### src/rtl/cbs_pkg.sv
// Shared types and constants for the CAN bit synchronizer
package cbs_pkg;

   // ==========================================================
   // Widths
   localparam int BRP_W = 6;
   localparam int TS1_W = 5;
   localparam int PS2_W = 4;
   localparam int SJW_W = 2;
   localparam int CNT_W = 6;

   // ==========================================================
   // Reset values
   localparam logic [BRP_W-1:0] PRE_CNT_RST = 6'h00;
   localparam logic [CNT_W-1:0] SEG_CNT_RST = 6'h00;
   localparam logic             RECESSIVE   = 1'b1;
   localparam logic             DOMINANT    = 1'b0;

   // ==========================================================
   // Bit-time segment, one-hot
   typedef enum logic [2:0]
   {
      CBS_SYNC = 3'b001,
      CBS_TS1  = 3'b010,
      CBS_PS2  = 3'b100
   } cbs_seg_e;

   // Bit timing settings: segment lengths in time quanta, jump length less one in quanta, prescaler length less one in clocks
   typedef struct packed
   {
      logic [BRP_W-1:0] brp_m1;
      logic [TS1_W-1:0] tseg1;
      logic [PS2_W-1:0] ps2;
      logic [SJW_W-1:0] sjw_m1;
   } cbs_cfg_s;

endpackage : cbs_pkg

### src/rtl/cbs_bit_sync.sv
// CAN bit-timing synchronizer: hard sync and resync with jump width
// ==========================================================
`timescale 1ns/1ns
`default_nettype none

module cbs_bit_sync
(
   input  wire logic          i_clk_sys,
   input  wire logic          i_sys_rst,
   input  wire logic          i_clk_en,
   input  wire logic          i_rx,
   input  wire logic          i_bus_idle,
   input  wire logic          i_tx_dominant,
   input  wire cbs_pkg::cbs_cfg_s i_cfg,
   output var cbs_pkg::cbs_seg_e o_segment,
   output logic               o_tq_tick,
   output logic               o_sample,
   output logic               o_rx_bit,
   output logic               o_hard_sync,
   output logic               o_resync
);

   // ==========================================================
   // Helpers
   function automatic logic [cbs_pkg::CNT_W-1:0] sjw_len(input logic [cbs_pkg::SJW_W-1:0] m1);
      sjw_len = cbs_pkg::CNT_W'({1'b0, m1}) + 6'h01;
   endfunction : sjw_len

   // ==========================================================
   // Pin synchronizer
   logic rx_meta_r;
   logic rx_s_r;
   logic rx_q_r;

   always_ff @(posedge i_clk_sys or posedge i_sys_rst)
   begin
      if (i_sys_rst)
      begin
         rx_meta_r <= cbs_pkg::RECESSIVE;
         rx_s_r    <= cbs_pkg::RECESSIVE;
      end
      else if (i_clk_en)
      begin
         rx_meta_r <= i_rx;
         rx_s_r    <= rx_meta_r;
      end
   end

   // ==========================================================
   // Quantum prescaler
   logic [cbs_pkg::BRP_W-1:0] pre_cnt_r;
   logic                      tick;

   assign tick = i_clk_en && (pre_cnt_r == i_cfg.brp_m1);

   always_ff @(posedge i_clk_sys or posedge i_sys_rst)
   begin
      if (i_sys_rst)
         pre_cnt_r <= cbs_pkg::PRE_CNT_RST;
      else if (tick)
         pre_cnt_r <= cbs_pkg::PRE_CNT_RST;
      else if (i_clk_en)
         pre_cnt_r <= pre_cnt_r + 6'h01;
   end

   // ==========================================================
   // Edge qualification and phase error
   cbs_pkg::cbs_seg_e         seg_r;
   logic [cbs_pkg::CNT_W-1:0] cnt_r;
   logic                      sync_done_r;
   logic                      ext_r;
   logic                      shr_r;
   logic [cbs_pkg::CNT_W-1:0] resync_jump_width;
   logic [cbs_pkg::CNT_W-1:0] ps2_len;
   logic [cbs_pkg::CNT_W-1:0] err_mag;
   logic                      edge_ok;
   logic                      hs;
   logic                      rs;
   logic                      small_err;
   logic                      ext_now;
   logic                      shr_now;
   logic [cbs_pkg::CNT_W-1:0] end1;
   logic [cbs_pkg::CNT_W-1:0] end2;

   assign resync_jump_width     = sjw_len(i_cfg.sjw_m1);
   assign ps2_len = cbs_pkg::CNT_W'(i_cfg.ps2);
   // Level seen at the previous quantum against now; only a fall counts
   assign edge_ok = tick && rx_q_r && (rx_s_r == cbs_pkg::DOMINANT)
                    && (o_rx_bit == cbs_pkg::RECESSIVE);
   assign hs      = edge_ok && i_bus_idle && !sync_done_r;
   // Positive error while sending dominant would follow our own edge
   assign rs      = edge_ok && !i_bus_idle && !sync_done_r && (seg_r != cbs_pkg::CBS_SYNC)
                    && !(i_tx_dominant && (seg_r == cbs_pkg::CBS_TS1));

   always_comb
   begin
      unique case (seg_r)
         cbs_pkg::CBS_TS1: err_mag = cnt_r + 6'h01;
         cbs_pkg::CBS_PS2: err_mag = ps2_len - cnt_r;
         default:          err_mag = 6'h00;
      endcase
   end

   assign small_err = (err_mag <= resync_jump_width);
   assign ext_now   = ext_r || (rs && !small_err && (seg_r == cbs_pkg::CBS_TS1));
   assign shr_now   = shr_r || (rs && !small_err && (seg_r == cbs_pkg::CBS_PS2));
   assign end1      = cbs_pkg::CNT_W'(i_cfg.tseg1) + (ext_now ? resync_jump_width : 6'h00) - 6'h01;
   assign end2      = ps2_len - (shr_now ? resync_jump_width : 6'h00) - 6'h01;

   // ==========================================================
   // Bit-time sequencer
   always_ff @(posedge i_clk_sys or posedge i_sys_rst)
   begin
      if (i_sys_rst)
      begin
         seg_r       <= cbs_pkg::CBS_SYNC;
         cnt_r       <= cbs_pkg::SEG_CNT_RST;
         sync_done_r <= 1'b0;
         ext_r       <= 1'b0;
         shr_r       <= 1'b0;
      end
      else if (tick)
      begin
         ext_r <= ext_now;
         shr_r <= shr_now;
         if (hs || (rs && small_err))
         begin
            // Quantum that held the edge becomes the sync segment
            seg_r       <= cbs_pkg::CBS_TS1;
            cnt_r       <= cbs_pkg::SEG_CNT_RST;
            sync_done_r <= 1'b1;
            ext_r       <= 1'b0;
            shr_r       <= 1'b0;
         end
         else
         begin
            if (rs)
               sync_done_r <= 1'b1;
            unique case (seg_r)
               cbs_pkg::CBS_SYNC:
               begin
                  seg_r       <= cbs_pkg::CBS_TS1;
                  cnt_r       <= cbs_pkg::SEG_CNT_RST;
                  sync_done_r <= 1'b0;
                  ext_r       <= 1'b0;
                  shr_r       <= 1'b0;
               end
               cbs_pkg::CBS_TS1:
               begin
                  if (cnt_r >= end1)
                  begin
                     seg_r <= cbs_pkg::CBS_PS2;
                     cnt_r <= cbs_pkg::SEG_CNT_RST;
                  end
                  else
                     cnt_r <= cnt_r + 6'h01;
               end
               default:
               begin
                  if (cnt_r >= end2)
                  begin
                     seg_r <= cbs_pkg::CBS_SYNC;
                     cnt_r <= cbs_pkg::SEG_CNT_RST;
                  end
                  else
                     cnt_r <= cnt_r + 6'h01;
               end
            endcase
         end
      end
   end

   // ==========================================================
   // Sampling and registered outputs
   logic sample_now;

   assign sample_now = tick && !(hs || (rs && small_err))
                       && (seg_r == cbs_pkg::CBS_TS1) && (cnt_r >= end1);

   always_ff @(posedge i_clk_sys or posedge i_sys_rst)
   begin
      if (i_sys_rst)
      begin
         rx_q_r      <= cbs_pkg::RECESSIVE;
         o_rx_bit    <= cbs_pkg::RECESSIVE;
         o_tq_tick   <= 1'b0;
         o_sample    <= 1'b0;
         o_hard_sync <= 1'b0;
         o_resync    <= 1'b0;
      end
      else if (i_clk_en)
      begin
         if (tick)
            rx_q_r <= rx_s_r;
         if (sample_now)
            o_rx_bit <= rx_s_r;
         o_tq_tick   <= tick;
         o_sample    <= sample_now;
         o_hard_sync <= hs;
         o_resync    <= rs;
      end
   end

   assign o_segment = seg_r;
endmodule : cbs_bit_sync

`default_nettype wire

### config.mk
export PLATFORM = sky130hd
export DESIGN_NAME = cbs_bit_sync
export DESIGN_NICKNAME = d
export VERILOG_FILES = /design/src/rtl/cbs_pkg.sv /design/src/rtl/cbs_bit_sync.sv
export SDC_FILE = /design/constraint.sdc
export NUM_CORES = 1
export LEC_CHECK = 0
export BUFFER_PORTS_ARGS = -buffer_cell sky130_fd_sc_hd__buf_4
export CORE_MARGIN = 2
export CORE_UTILIZATION = 54
export CTS_BUF_LIST = sky130_fd_sc_hd__clkbuf_4 sky130_fd_sc_hd__clkbuf_8
export DETAILED_ROUTE_END_ITERATION = 8
export PLACE_DENSITY = 0.87
export SETUP_SLACK_MARGIN = 0.3
export SLEW_MARGIN = 20
export SYNTH_ARGS = -nofsm -noshare
export SYNTH_HDL_FRONTEND = slang
export SYNTH_SLANG_ARGS = --single-unit
### constraint.sdc
create_clock -name i_clk_sys -period 5.5 [get_ports i_clk_sys]
set_clock_uncertainty 0.05 [all_clocks]
set_input_delay 0.55 -clock i_clk_sys [delete_from_list [all_inputs] [get_ports i_clk_sys]]
set_output_delay 0.55 -clock i_clk_sys [all_outputs]
set_load 0.005 [all_outputs]
---- After elaboration in Yosys (flattened, before gate mapping) ----
Index checks and enable logic that the tools add are counted.
word-level totals
  register bits ........................... 26
  input port bits ......................... 23
  output and inout bits ................... 8
  word-level logic and storage cells ...... 85
operators by class
  $add $sub $neg .......................... 8
  order comparisons ....................... 3
  equality and inequality tests ........... 6
  mux-type cells .......................... 20
  bitwise operators ....................... 1
  reduce and logical (&&, ||, !) cells .... 33
operators with widths
  kind                 number
  $mux 6               5
  $pmux 6 s2           2
  $logic_and 1x1->1    18
  $mux 3               5
  $add 6x1->6 const B  2
  $ge 6x6->1           2
  $mux 1               7
  $add 5x3->6          1
  $eq 6x6->1           1
  $le 6x3->1           1
  $ne 3x1->1 const B   2
  $pmux 3 s2           1
  $reduce_and 2->1     3
  $sub 4x6->6          1
  $sub 5x2->6 const B  1
  $sub 6x1->6 const B  1
  $logic_not 1->1      5
  $sub 4x3->5          1
  $reduce_bool 4->1    1
  $add 2x1->3 const B  1
  $eq 3x1->1 const B   1
  $eq 3x2->1 const B   1
  $eq 3x3->1 const B   1
  $logic_or 1x1->1     3
  4 further kinds      4

---- Depth between registers and ports, before layout ----
Gate-level depths: netlist (run 1).
  depth after elaboration ................. 19
  gate-level depth with buffers ........... 27
  depth with buffers taken out ............ 27

---- Least setup slack after synthesis (run 1) ----
No wires, ideal clock.
  kind .................................... input to register
  start point ............................. input port i_cfg[2] in the netlist's numbering
  end point ............................... register cnt_r[2] in the netlist's numbering
  library setup time ...................... 82 ps
  arrival ................................. 5,176 ps
  data required time ...................... 5,368 ps
  path slack .............................. 191 ps
  stages on the path ...................... 25
  buffers on the path ..................... 0
  cell sequence ........................... inv_1 ha_1 fa_1 o21ai_0 ha_1 nor2b_1 o21ai_0 a32oi_1 a21oi_1 nand2_1 a41oi_1 nor2_1 ha_1 fa_1 xor2_1 and3_1 xor2_1 ha_1 o21ai_0 o21bai_1 a31oi_1 o21ai_0 o21ai_1 nand3_1 o22ai_1
on the way
  word-level cells in the longest chain between the ends .. 14
  elaborated cells on any way between the ends .. 23
  those cells by class .................... add/sub: 5; order compare: 3; mux: 7; reduce/logical: 8
ends and longest elaborated chain
  item                                         line                                      RTL
  start, declared                              cbs_bit_sync.sv:14                        input wire cbs_pkg::cbs_cfg_s i_cfg,
  $sub 4x6->6                                  cbs_bit_sync.sv:99                        cbs_pkg::CBS_PS2: err_mag = ps2_len - cnt_r;
  $pmux 6 s2                                   cbs_bit_sync.sv:97                        unique case (seg_r)
  $le 6x3->1                                   cbs_bit_sync.sv:104                       assign small_err = (err_mag <= resync_jump_width);
  $logic_not 1->1                              cbs_bit_sync.sv:105, cbs_bit_sync.sv:106
  $logic_and 1x1->1                            cbs_bit_sync.sv:105, cbs_bit_sync.sv:106
  $logic_and 1x1->1, on equally long branches  cbs_bit_sync.sv:105, cbs_bit_sync.sv:106
  $logic_or 1x1->1, on equally long branches   cbs_bit_sync.sv:105, cbs_bit_sync.sv:106
  $mux 3, on equally long branches             cbs_bit_sync.sv:107, cbs_bit_sync.sv:108
  $add 5x3->6 or $sub 4x3->5 (tied branches)   cbs_bit_sync.sv:107, cbs_bit_sync.sv:108
  $sub 6x1->6 or $sub 5x2->6 (tied branches)   cbs_bit_sync.sv:107, cbs_bit_sync.sv:108
  $ge 6x6->1, on equally long branches         cbs_bit_sync.sv:150, cbs_bit_sync.sv:160
  $mux 6, on equally long branches             cbs_bit_sync.sv:150, cbs_bit_sync.sv:160
  $pmux 6 s2                                   cbs_bit_sync.sv:139                       unique case (seg_r)
  $mux 6 (*)                                   cbs_bit_sync.sv:126                       if (hs || (rs && small_err))
  end signal, assigned                         cbs_bit_sync.sv:130                       cnt_r <= cbs_pkg::SEG_CNT_RST;
  end signal, assigned                         cbs_bit_sync.sv:143                       cnt_r <= cbs_pkg::SEG_CNT_RST;
  end signal, assigned                         cbs_bit_sync.sv:153                       cnt_r <= cbs_pkg::SEG_CNT_RST;
  end, declared                                cbs_bit_sync.sv:69                        logic [cbs_pkg::CNT_W-1:0] cnt_r;
Mark *: on every way between the ends. The rest lies on a longest branch, timed or not.
A chain may end at the register's enable or synchronous reset.

---- Worst setup path after layout (run 1) ----
  start point ............................. register cnt_r[0] in the netlist's numbering
  end point ............................... register seg_r[1], in the netlist o_segment[1]
on the way
  word-level cells in the longest chain between the ends .. 13
  elaborated cells on any way between the ends .. 24
  those cells by class .................... add/sub: 6; order compare: 3; eq/ne: 1; mux: 4; reduce/logical: 10
ends and longest elaborated chain
  item                                                              line                                      RTL
  start signal, assigned                                            cbs_bit_sync.sv:117                       cnt_r <= cbs_pkg::SEG_CNT_RST;
  start signal, assigned                                            cbs_bit_sync.sv:130
  start signal, assigned                                            cbs_bit_sync.sv:143
  $sub 4x6->6 or $add 6x1->6 (tied branches)                        cbs_bit_sync.sv:99, cbs_bit_sync.sv:98
  $pmux 6 s2                                                        cbs_bit_sync.sv:97
  $le 6x3->1                                                        cbs_bit_sync.sv:104
  $logic_not 1->1                                                   cbs_bit_sync.sv:105, cbs_bit_sync.sv:106
  $logic_and 1x1->1                                                 cbs_bit_sync.sv:105, cbs_bit_sync.sv:106
  $logic_and 1x1->1, on equally long branches                       cbs_bit_sync.sv:105, cbs_bit_sync.sv:106
  $logic_or 1x1->1, on equally long branches                        cbs_bit_sync.sv:105, cbs_bit_sync.sv:106
  $mux 3, on equally long branches                                  cbs_bit_sync.sv:107, cbs_bit_sync.sv:108
  $add 5x3->6 or $sub 4x3->5 (tied branches)                        cbs_bit_sync.sv:107, cbs_bit_sync.sv:108
  $sub 6x1->6 or $sub 5x2->6 (tied branches)                        cbs_bit_sync.sv:107, cbs_bit_sync.sv:108
  $ge 6x6->1, on equally long branches                              cbs_bit_sync.sv:150, cbs_bit_sync.sv:160
  $ne 3x1->1 (no source line) or $reduce_bool 4->1 (tied branches)  --
  $reduce_and 3->1 (no source line)                                 --
  end signal, assigned                                              cbs_bit_sync.sv:116                       seg_r <= cbs_pkg::CBS_SYNC;
  end signal, assigned                                              cbs_bit_sync.sv:152                       seg_r <= cbs_pkg::CBS_PS2;
  end signal, assigned                                              cbs_bit_sync.sv:162                       seg_r <= cbs_pkg::CBS_SYNC;
  end, declared                                                     cbs_bit_sync.sv:68                        cbs_pkg::cbs_seg_e seg_r;
Parallel ways exist; a longest one is shown, timed or not.

==> summary.txt, run 1 <==
Worst setup path
  • Slowest cell on the critical path: fa_2
  • Most used cell, CP: ha_4
  • Critical Setup Path Class: reg2reg
  • Crit path from: cnt_r[0]
  • Max incr delay on CP: 0.52 ns
  • Crit path required time: ~5.6 ns
  • CP top delay family: compound AO/OA/AOI/OAI gates
  • CP endpoint kind: flip-flop
  • Worst r2r src: cnt_r[0]
  • Worst EP arrival: 5.16 ns
  • Reg2Reg Depth: 26
  • Nature of the critical path startpoint: flip-flop
  • Worst path depth: 26
  • Largest fanout on the critical path: 4
  • Buffers plus inverters on the worst setup path: 2

Min path
  • Worst Hold Class: in2async

STA
  • Worst setup margin: 0.432 ns
  • Period Utilization, post-route: 92.1%
  • FMAX: between 150 and 200 MHz
  • Max-slew violation count: 0
  • RSZ-0062 raised after global routing: yes
  • Final hold violation count: 0
  • Slew headroom: between 30% and 40%
  • Final min period: 5.07 ns
  • Slew at the pin closest to its max-slew limit: 0.911 ns
  • Setup violators final: 0
  • Setup_tns: 0 ns

Die
  • # rows: 23
  • I/O pin total: 31
  • Die Y: between 60 and 70 um
  • Core area: about 4100 sq um
  • Die X: 69.9 um
  • Initial Util: between 50% and 60%
  • Die Area: approximately 4900 sq um

Yosys
  • Asr flop ratio synth: 100%
  • Area leader, netlist: dfrtp_1
  • EDFF count, synth: 0
  • Sequential element share of the synthesized area: 28.0%
  • Mapped Cells: roughly 270
  • Synth Register Bits: 26
  • Yosys cell types: 44
  • Synth Area per Inst: ~8.6 sq um
  • Ranking of synthesized cells by area: dfrtp_1 (22%), ha_1 (18%), dfstp_2 (5.6%)
  • Warnings from Yosys: 0
  • Synthesized cell area: 2350 sq um
  • Yosys top cell area share: about 22%
  • Synth Flop Type: dfrtp_1
  • Syn nets: roughly 330

Cells and area
  • Area Growth Syn to Fin: 28.0%
  • NumNets Final: between 300 and 400
  • Layout cell share with drive strength beyond 1: 33.1%
  • N_diodes: 0

Route
  • Routed Antenna Nets: 0
  • Vias: 2114
  • DRC: 0
  • Post-DR wirelength/cell: between 15 and 20 um
  • DR vias/cell: 5.81
  • Routed wire length: ~5.6 mm
  • First DRT Iteration DRCs: 111
  • DRT Pass-1 Iters: 4

Power
  • Internal cell power: 635 uW
  • Reg power frac: around 30%
  • Leak pwr: between 1 and 1.5 nW
  • Clock share of power: 10.9%
  • VDD IR-drop max: 0.000255 V
  • PwrDens: 377 nW/um^2
  • Psw: about 500 uW
  • Switching Share: between 40% and 50%
  • Combinational fraction of design power: about 59%
  • Power, Total: 1.13 mW

Clock network
  • Clk sinks: 26
  • H-tree levels: 1
  • Clock Tree Root: clkbuf_8
  • CTS buffer count: 3
  • CTS tree: done
  • Clock Path Buffers: 2
  • Clock transition at path regs: ~0.090 ns
  • Worst-skew pair later-pin latency: 0.27 ns
  • Post-CTS Hold Buffers: 0

Place
  • DPL Wire Length: just over 4 mm
  • Setup WS pre-CTS: -0.151 ns
  • # port buffers: 30
  • RD Place Congestion: 0.855

GRT
  • Global Route Usage Sum: 22.3%
  • Largest net degree at the start of global routing: 27
  • Initial antenna violation count: 0
  • Vias in the first global route: roughly 2100
  • First-pass GRT wire length: roughly 9.1 mm
  • Total congestion overflow: 0

Run status
  • Status: completed

Job
  • Max-cap viol count: 0
==> per-stage QoR <==
| step | cell area (sq um) | hold WS [ns] | utilization, % | instances |
|---|---|---|---|---|
| 2_1_floorplan | 2350 | 0.389 | - | 272 |
| 3_5_place_dp | 2660 | 0.414 | 65.2 | 354 |
| 4_1_cts | 2760 | 0.425 | 67.6 | 362 |
| 6_report | 3000 | 0.305 | 73.5 | 364 |
| 3_3_place_gp | 2660 | 0.398 | 65.2 | 354 |
| 5_1_grt | 3000 | 0.374 | 73.5 | 364 |
==> timing repair <==
action	4_1_cts	5_1_grt
pin swaps	5	26
buffers inserted	4	2
gates cloned	0	0
resized for setup	5	53
endpoints found under the setup margin	8	11
==> final cells by class <==
cell class | instances | area (sq um)
timing repair buffer | 43 | 330
inverter | 35 | 131
fill | 313 | 1080
multi-input combinational | 206 | 1770
sequential | 26 | 659
clock buffer | 4 | 55.1
tap | 50 | 62.6
==> logic make-up after synthesis <==
group / share of synthesized area (%)
muxes: 1.92
buffers and inverters: 7.09
xor gates and xnor gates: 7.09
AOI/OAI and AO/OA: 16.5
adders and majority gates: 20.1
and+or+nand+nor: 19.3
DFF: 28.0
==> metal layers <==
| layer | global-route usage (%) | up-vias | wire length (um) | part of all wire [%] |
|---|---|---|---|---|
| met5 | 0 | - | 0 | 0 |
| met4 | 6.20 | 0 | 92 | 1.6 |
| met3 | 2.02 | 11 | 282 | 5.0 |
| met2 | 38.3 | 73 | 2780 | 50 |
| met1 | 30.2 | 986 | 2460 | 44 |
| li1 | - | 1044 | - | - |
==> cell usage in the layout (no fill, tap or decap), drive strengths merged, types with 2 or more instances in the layout <==
master  synthesis  layout
o211ai          2       2
fa              3       3
dfrtp          21      21
buf             3      43
nor2b           7       7
xnor2           7       7
nor4            4       4
and3            6       6
and2            2       2
xor2           12      12
o21bai          2       2
nand4           7       7
a31oi          10      10
nor2           21      21
mux2            4       4
a21o            6       6
o21ai          16      16
clkbuf          2       4
inv            35      34
a21oi          10      10
nand2          20      20
ha             33      33
dfstp           5       5
o22ai           5       5
nor3            5       5
nand3           6       6
nand2b          4       4
nand3b          2       2
==> cells in the mapped netlist, types with 2 or more instances <==
library cell	number
inv_1	35
ha_1	33
dfrtp_1	21
nor2_1	21
nand2_1	20
o21ai_0	15
xor2_1	12
a21oi_1	10
a31oi_1	9
nand4_1	7
nor2b_1	7
xnor2_1	7
and3_1	6
nand3_1	6
a21o_1	5
dfstp_2	5
nor3_1	5
o22ai_1	5
mux2_2	4
nand2b_1	4
nor4_1	4
fa_1	3
and2_1	2
buf_6	2
clkbuf_1	2
nand3b_1	2
o211ai_1	2
o21bai_1	2
==> power by group through the flow <==
stage                     sequential [mW]  combinational, mW  clock [mW]
after floorplan                     0.317              0.362           0
after global placement              0.331              0.500           0
after detailed placement            0.333              0.520           0
after CTS                           0.332              0.562       0.127
after global routing                0.349              0.746       0.134
final                               0.338              0.671       0.124
==> worst reg2reg max path: stages, from the launching register on <==
cell and delay, ns:
dfrtp_1 0.43, ha_4 0.18, fa_2 0.52, o21ai_2 0.07, ha_4 0.22, nor2b_2 0.14
o21ai_1 0.14, a32oi_1 0.08, a21oi_1 0.16, nand2_1 0.13, a31o_4 0.25, nand2_2 0.08
ha_4 0.20, inv_1 0.05, ha_1 0.22, a21o_1 0.19, a21oi_2 0.15, xor2_1 0.08
ha_1 0.20, nor4_1 0.28, o21ai_1 0.17, a31oi_4 0.24, nand3_2 0.12, o21ai_4 0.20
buf_6 0.14, a21oi_1 0.07, a2bb2oi_1 0.15
==> path summary, 6_finish.rpt <==
path                                end  slack, ns
setup / recovery           o_segment[1]       0.43
hold reg to reg                  rx_q_r       0.42
max in group asynchronous  o_segment[1]       4.63
hold / removal             pre_cnt_r[5]       0.31
min in group i_clk_sys           rx_q_r       0.42
setup reg to reg           o_segment[1]       0.43
Power figures use the tool's default switching activity.
==> run 2, diff against run 1 <==
--- a/config.mk
+++ b/config.mk
@@ -7,10 +7,10 @@
 export LEC_CHECK = 0
 export BUFFER_PORTS_ARGS = -buffer_cell sky130_fd_sc_hd__buf_4
 export CORE_MARGIN = 2
-export CORE_UTILIZATION = 54
+export CORE_UTILIZATION = 60
 export CTS_BUF_LIST = sky130_fd_sc_hd__clkbuf_4 sky130_fd_sc_hd__clkbuf_8
 export DETAILED_ROUTE_END_ITERATION = 8
-export PLACE_DENSITY = 0.87
+export PLACE_DENSITY = 0.91
 export SETUP_SLACK_MARGIN = 0.3
 export SLEW_MARGIN = 20
 export SYNTH_ARGS = -nofsm -noshare
==> constraint.sdc (replaced) <==
create_clock -name i_clk_sys -period 5.3 [get_ports i_clk_sys]
set_clock_uncertainty 0.05 [all_clocks]
set_input_delay 0.53 -clock i_clk_sys [delete_from_list [all_inputs] [get_ports i_clk_sys]]
set_output_delay 0.53 -clock i_clk_sys [all_outputs]
set_load 0.005 [all_outputs]
==> summary.txt, run 2 (synthesized netlist as in run 1, its figures left out) <==
Power
  • Combinational fraction of design power: approximately 65%
  • PwrDens: approximately 420 nW/um^2
  • Switching Share: 45.2%
  • Reg power frac: between 20% and 30%
  • Psw: 602 uW
  • Clock share of power: under 10%
  • Leak pwr: around 1.5 nW
  • Internal cell power: between 700 and 800 uW
  • VDD IR-drop max: about 0.00025 V

Worst setup path
  • Worst EP arrival: 5.44 ns
  • Reg-to-Reg End: cnt_r[4]
  • Nature of the critical path startpoint: flip-flop
  • Largest fanout on the critical path: 5
  • Crit path from: cnt_r[0]
  • Reg2Reg Depth: 25
  • R2R Setup Slk: -0.005 ns
  • Crit path required time: 5.44 ns
  • Worst r2r src: cnt_r[0]
  • CP endpoint kind: flip-flop
  • Critical Setup Path Class: reg2reg

Die
  • Initial Util: ~63%
  • I/O pin total: 31
  • # rows: 22
  • Die Area: about 4400 sq um
  • Die Y: ~67 um
  • Core area: around 3700 sq um
  • Die X: 66.5 um

Cells and area
  • Most frequent cells in the layout: buf_4 (51), inv_1 (30), ha_1 (21), dfrtp_1 (21), nor2_1 (19)
  • Final core utilization: between 80% and 90%
  • Filler cell count: between 200 and 250
  • Commonest non-fill, non-tap cell in the layout: buf_4
  • NumNets Final: roughly 380
  • Layout cell share with drive strength beyond 1: between 30% and 40%
  • N_diodes: 0
  • Area Growth Syn to Fin: 33.6%

Place
  • RD Place Congestion: about 0.87
  • DPL Wire Length: around 4.2 mm
  • Setup WS pre-CTS: -0.234 ns
  • # port buffers: 30

Route
  • Post-DR wirelength/cell: ~18 um
  • DR vias/cell: between 6 and 7
  • First DRT Iteration DRCs: roughly 120
  • Routed Antenna Nets: 0
  • Vias: between 2000 and 2500
  • Routed wire length: 6.57 mm
  • DRC: 0
  • DRT Pass-1 Iters: 4

STA
  • Setup_tns: -0.00538 ns
  • Period Utilization, post-route: 100%
  • RSZ-0062 raised after global routing: yes
  • Hold WS: between 0.2 and 0.3 ns
  • Final hold violation count: 0
  • Slew headroom: between 30% and 40%
  • Final min period: between 5 and 6 ns
  • Setup violators final: 2
  • Max-slew violation count: 0
  • Worst setup margin: -0.00466 ns
  • FMAX: roughly 190 MHz
  • Slew at the pin closest to its max-slew limit: 0.910 ns

Clock network
  • Clock Path Buffers: 2
  • H-tree levels: 1
  • CTS tree: done
  • Clk sinks: 26
  • Clock transition at path regs: 0.09 ns
  • Post-CTS Hold Buffers: 0
  • Worst-skew pair later-pin latency: approximately 0.27 ns
  • Clock Tree Root: clkbuf_8
  • CTS buffer count: 3

Min path
  • Worst Hold Class: in2async

GRT
  • Initial antenna violation count: 0
  • Global Route Usage Sum: 28.0%
  • Met3 GRT Util: roughly 4.2%
  • Met2 usage: about half
  • Total congestion overflow: 0
  • Global route hottest layer: met2
  • Vias in the first global route: 2151
  • First-pass GRT wire length: between 9 and 10 mm
  • Met1 Use GR: between 30 and 40%
  • Largest net degree at the start of global routing: 27

Run status
  • Status: finished with violations
  • Failing checks: setup timing

Job
  • Max-cap viol count: 0
[run 2: worst max-delay path by stage]
stage                        end  slack, ns
CTS                 o_segment[1]       0.28
global placement    o_segment[1]       0.04
floorplan               cnt_r[4]       0.31
detailed placement  o_segment[1]      -0.23
global route            cnt_r[2]      -0.15
finish                  cnt_r[4]     -0.005
[run 2: per-layer routing]
| layer | vias to the layer above | share of wire [%] |
|---|---|---|
| met5 | - | 0 |
| met3 | 21 | 4.6 |
| met1 | 1076 | 41 |
| li1 | 1065 | - |
| met4 | 0 | 2.9 |
| met2 | 91 | 51 |
[run 2: repair_timing]
item	in CTS	in global routing
setup endpoints to repair	9	11
resized for setup	28	38
pin swaps	15	42
cloned	1	0
buffers inserted	6	6
[run 2: worst max-delay path, cell delays in order, from the launching register on]
cell and delay, ns:
dfrtp_1 0.42, ha_2 0.21, fa_2 0.57, o21ai_2 0.05, ha_1 0.32, buf_4 0.14
buf_6 0.10, a32oi_2 0.24, a21oi_2 0.08, nand2_2 0.12, a31o_4 0.19, nand2_2 0.08
ha_4 0.27, inv_1 0.04, ha_1 0.29, a21o_1 0.19, a21oi_2 0.15, xor2_1 0.09
ha_2 0.20, nor4_2 0.27, o21ai_1 0.21, a31oi_4 0.21, nand3_2 0.13, o21ai_4 0.26
nand3_2 0.14, o22ai_1 0.20
[run 2: power by group through the flow]
| stage | sequential, mW | combinational, mW | clock [mW] |
|---|---|---|---|
| global placement | 0.342 | 0.547 | 0 |
| floorplan | 0.331 | 0.392 | 0 |
| global route | 0.343 | 0.934 | 0.137 |
| finish | 0.335 | 0.871 | 0.124 |
| detailed placement | 0.343 | 0.582 | 0 |
| CTS | 0.334 | 0.688 | 0.128 |
[run 2: stage by stage]
stage / cells / cell area, sq um / power [mW]
after global placement: 355 / 2720 / 0.889
after CTS: 366 / 2930 / 1.15
after floorplan: 272 / 2390 / 0.723
after global routing: 372 / 3140 / 1.41
final: 372 / 3140 / 1.33
after detailed placement: 355 / 2720 / 0.926
[run 2: layout make-up]
type                    count  area (sq um)  area share, %
clock buffers               4          55.1           1.76
well taps                  48          60.1           1.91
inverters                  35           134           4.27
repair buffers             52           394           12.6
flip-flops and latches     26           657           20.9
multi-input cells         207          1840           58.6
==> run 3, diff against run 2 <==
==> constraint.sdc (replaced) <==
create_clock -name i_clk_sys -period 5.2 [get_ports i_clk_sys]
set_clock_uncertainty 0.05 [all_clocks]
set_input_delay 0.52 -clock i_clk_sys [delete_from_list [all_inputs] [get_ports i_clk_sys]]
set_output_delay 0.52 -clock i_clk_sys [all_outputs]
set_load 0.005 [all_outputs]
==> summary.txt, run 3 (synthesized netlist as in run 1, its figures left out) <==
Worst setup path
  • Nature of the critical path startpoint: flip-flop
  • Reg2Reg Depth: 23
  • R2R Setup Slk: between 0.01 and 0.015 ns
  • Crit path required time: between 5 and 6 ns
  • Worst r2r src: cnt_r[0]
  • Worst EP arrival: approximately 5.3 ns
  • Critical Setup Path Class: reg2reg
  • CP endpoint kind: flip-flop
  • Largest fanout on the critical path: 5
  • Reg-to-Reg End: cnt_r[2]

Cells and area
  • Final core utilization: a little over four fifths
  • Layout cell share with drive strength beyond 1: roughly 38%
  • Commonest non-fill, non-tap cell in the layout: buf_4
  • Final Non-Filler Cells: 370
  • Area Growth Syn to Fin: 33.7%
  • Filler cell count: 219
  • N_diodes: 0
  • Most frequent cells in the layout: buf_4 (48), inv_1 (30), ha_1 (22)
  • Multi-input combinational cell area: 1850 sq um
  • FF/Latch Area: between 600 and 700 sq um
  • NumNets Final: roughly 380

GRT
  • Largest net degree at the start of global routing: 27
  • Total congestion overflow: 0
  • Met3 GRT Util: 3.04%
  • First-pass GRT wire length: around 9.6 mm
  • Global Route Usage Sum: 28.1%
  • Global route hottest layer: met2
  • Met2 usage: between 50% and 60%
  • Met1 Use GR: between 30% and 40%
  • Initial antenna violation count: 0
  • Vias in the first global route: 2172

Die
  • Core area: ~3700 sq um
  • Initial Util: 63.2%
  • Die Area: between 4000 and 5000 sq um
  • Die Y: 66.5 um
  • Die X: approximately 67 um
  • # rows: 22
  • I/O pin total: 31

STA
  • Final min period: just over 5 ns
  • Slew headroom: about two fifths
  • Max-slew violation count: 0
  • Setup violators final: 0
  • Setup_tns: 0 ns
  • FMAX: about 190 MHz
  • Final hold violation count: 0
  • Slew at the pin closest to its max-slew limit: 0.918 ns
  • RSZ-0062 raised after global routing: yes
  • Period Utilization, post-route: 99.8%

Power
  • Combinational fraction of design power: 62.2%
  • Leak pwr: ~1.5 nW
  • PwrDens: ~420 nW/um^2
  • Internal cell power: between 700 and 800 uW
  • Switching Share: 46.0%
  • Reg power frac: between 20 and 30%
  • VDD IR-drop max: approximately 0.00028 V
  • Clock share of power: roughly a tenth
  • Psw: 602 uW

Route
  • First DRT Iteration DRCs: between 100 and 150
  • Post-DR wirelength/cell: 18.1 um
  • DRT Pass-1 Iters: 5
  • Routed wire length: approximately 6.7 mm
  • DRC: 0
  • Vias: 2293
  • DR vias/cell: 6.20
  • Routed Antenna Nets: 0

Run status
  • Status: completed

Clock network
  • Clk sinks: 26
  • CTS buffer count: 3
  • Worst-skew pair later-pin latency: approximately 0.28 ns
  • CTS tree: done
  • Clock transition at path regs: 0.10 ns
  • Clock Tree Root: clkbuf_8
  • Post-CTS Hold Buffers: 0
  • H-tree levels: 1
  • Clock Path Buffers: 2

Place
  • # placed instances: ~360
  • # port buffers: 30
  • RD Place Congestion: between 0.8 and 0.9
  • DPL Wire Length: about 4.3 mm

Job
  • Max-cap viol count: 0

Min path
  • Worst Hold Class: in2async
run 3: per-stage QoR:
step           cell area, sq um  hold WS, ns  total power [mW]  setup WS [ns]
2_1_floorplan              2390        0.389             0.739          0.292
5_1_grt                    3140        0.345              1.39         -0.210
4_1_cts                    2950        0.421              1.14          0.252
6_report                   3140        0.277              1.31         0.0113
3_3_place_gp               2750        0.398             0.914         0.0111
3_5_place_dp               2750        0.417             0.942         -0.180
run 3: final cells by class:
class | count | area share [%]
multi-input cells | 207 | 58.9
flip-flops and latches | 26 | 21.0
inverters | 35 | 4.26
repair buffers | 50 | 12.2
well taps | 48 | 1.91
clock buffers | 4 | 1.75
run 3: repair_timing:
| item | CTS | global route |
|---|---|---|
| endpoints found under the hold margin | 0 | 0 |
| setup endpoints to repair | 9 | 11 |
| resized for setup | 28 | 38 |
| pin swaps | 27 | 34 |
| gates cloned | 1 | 0 |
| setup buffers | 2 | 5 |
run 3: routing by layer:
layer | share of wire (%) | vias to the layer above | routed length (um)
met5 | 0 | - | 0
met4 | 4.0 | 0 | 265
met3 | 5.6 | 32 | 376
met2 | 52 | 130 | 3500
met1 | 38 | 1076 | 2550
li1 | - | 1055 | -
run 3: how the worst max path moves through the flow:
stage	startpoint	endpoint	slack (ns)	depth (start not counted)
global placement	i_cfg[2]	cnt_r[4]	0.01	26
detailed placement	i_cfg[2]	cnt_r[4]	-0.18	28
CTS	cnt_r[0]	cnt_r[2]	0.25	23
finish	cnt_r[0]	cnt_r[2]	0.01	23
floorplan	i_cfg[2]	cnt_r[2]	0.29	25
global route	o_segment[0]	cnt_r[2]	-0.21	25
run 3: worst max-delay path: stages, from the launching register on:
cell and delay [ns]:
dfrtp_1 0.44, ha_4 0.18, fa_1 0.51, o21ai_2 0.07, ha_1 0.32, nor2b_4 0.14
o21ai_1 0.15, a32oi_1 0.09, a21oi_2 0.16, nand2_2 0.11, a41oi_4 0.27, nor2_1 0.08
ha_2 0.21, fa_2 0.61, ha_4 0.14, xor2_1 0.16, ha_1 0.26, nor3_2 0.17
o21bai_1 0.10, a31oi_2 0.29, o21ai_2 0.14, o21ai_4 0.12, nand3_2 0.13, o22ai_1 0.20
run 3: power groups by stage:
stage | sequential, mW | combinational (mW) | clock [mW]
finish | 0.363 | 0.814 | 0.133
global route | 0.370 | 0.878 | 0.141
CTS | 0.353 | 0.658 | 0.133
detailed placement | 0.353 | 0.589 | 0
global placement | 0.352 | 0.561 | 0
floorplan | 0.337 | 0.402 | 0
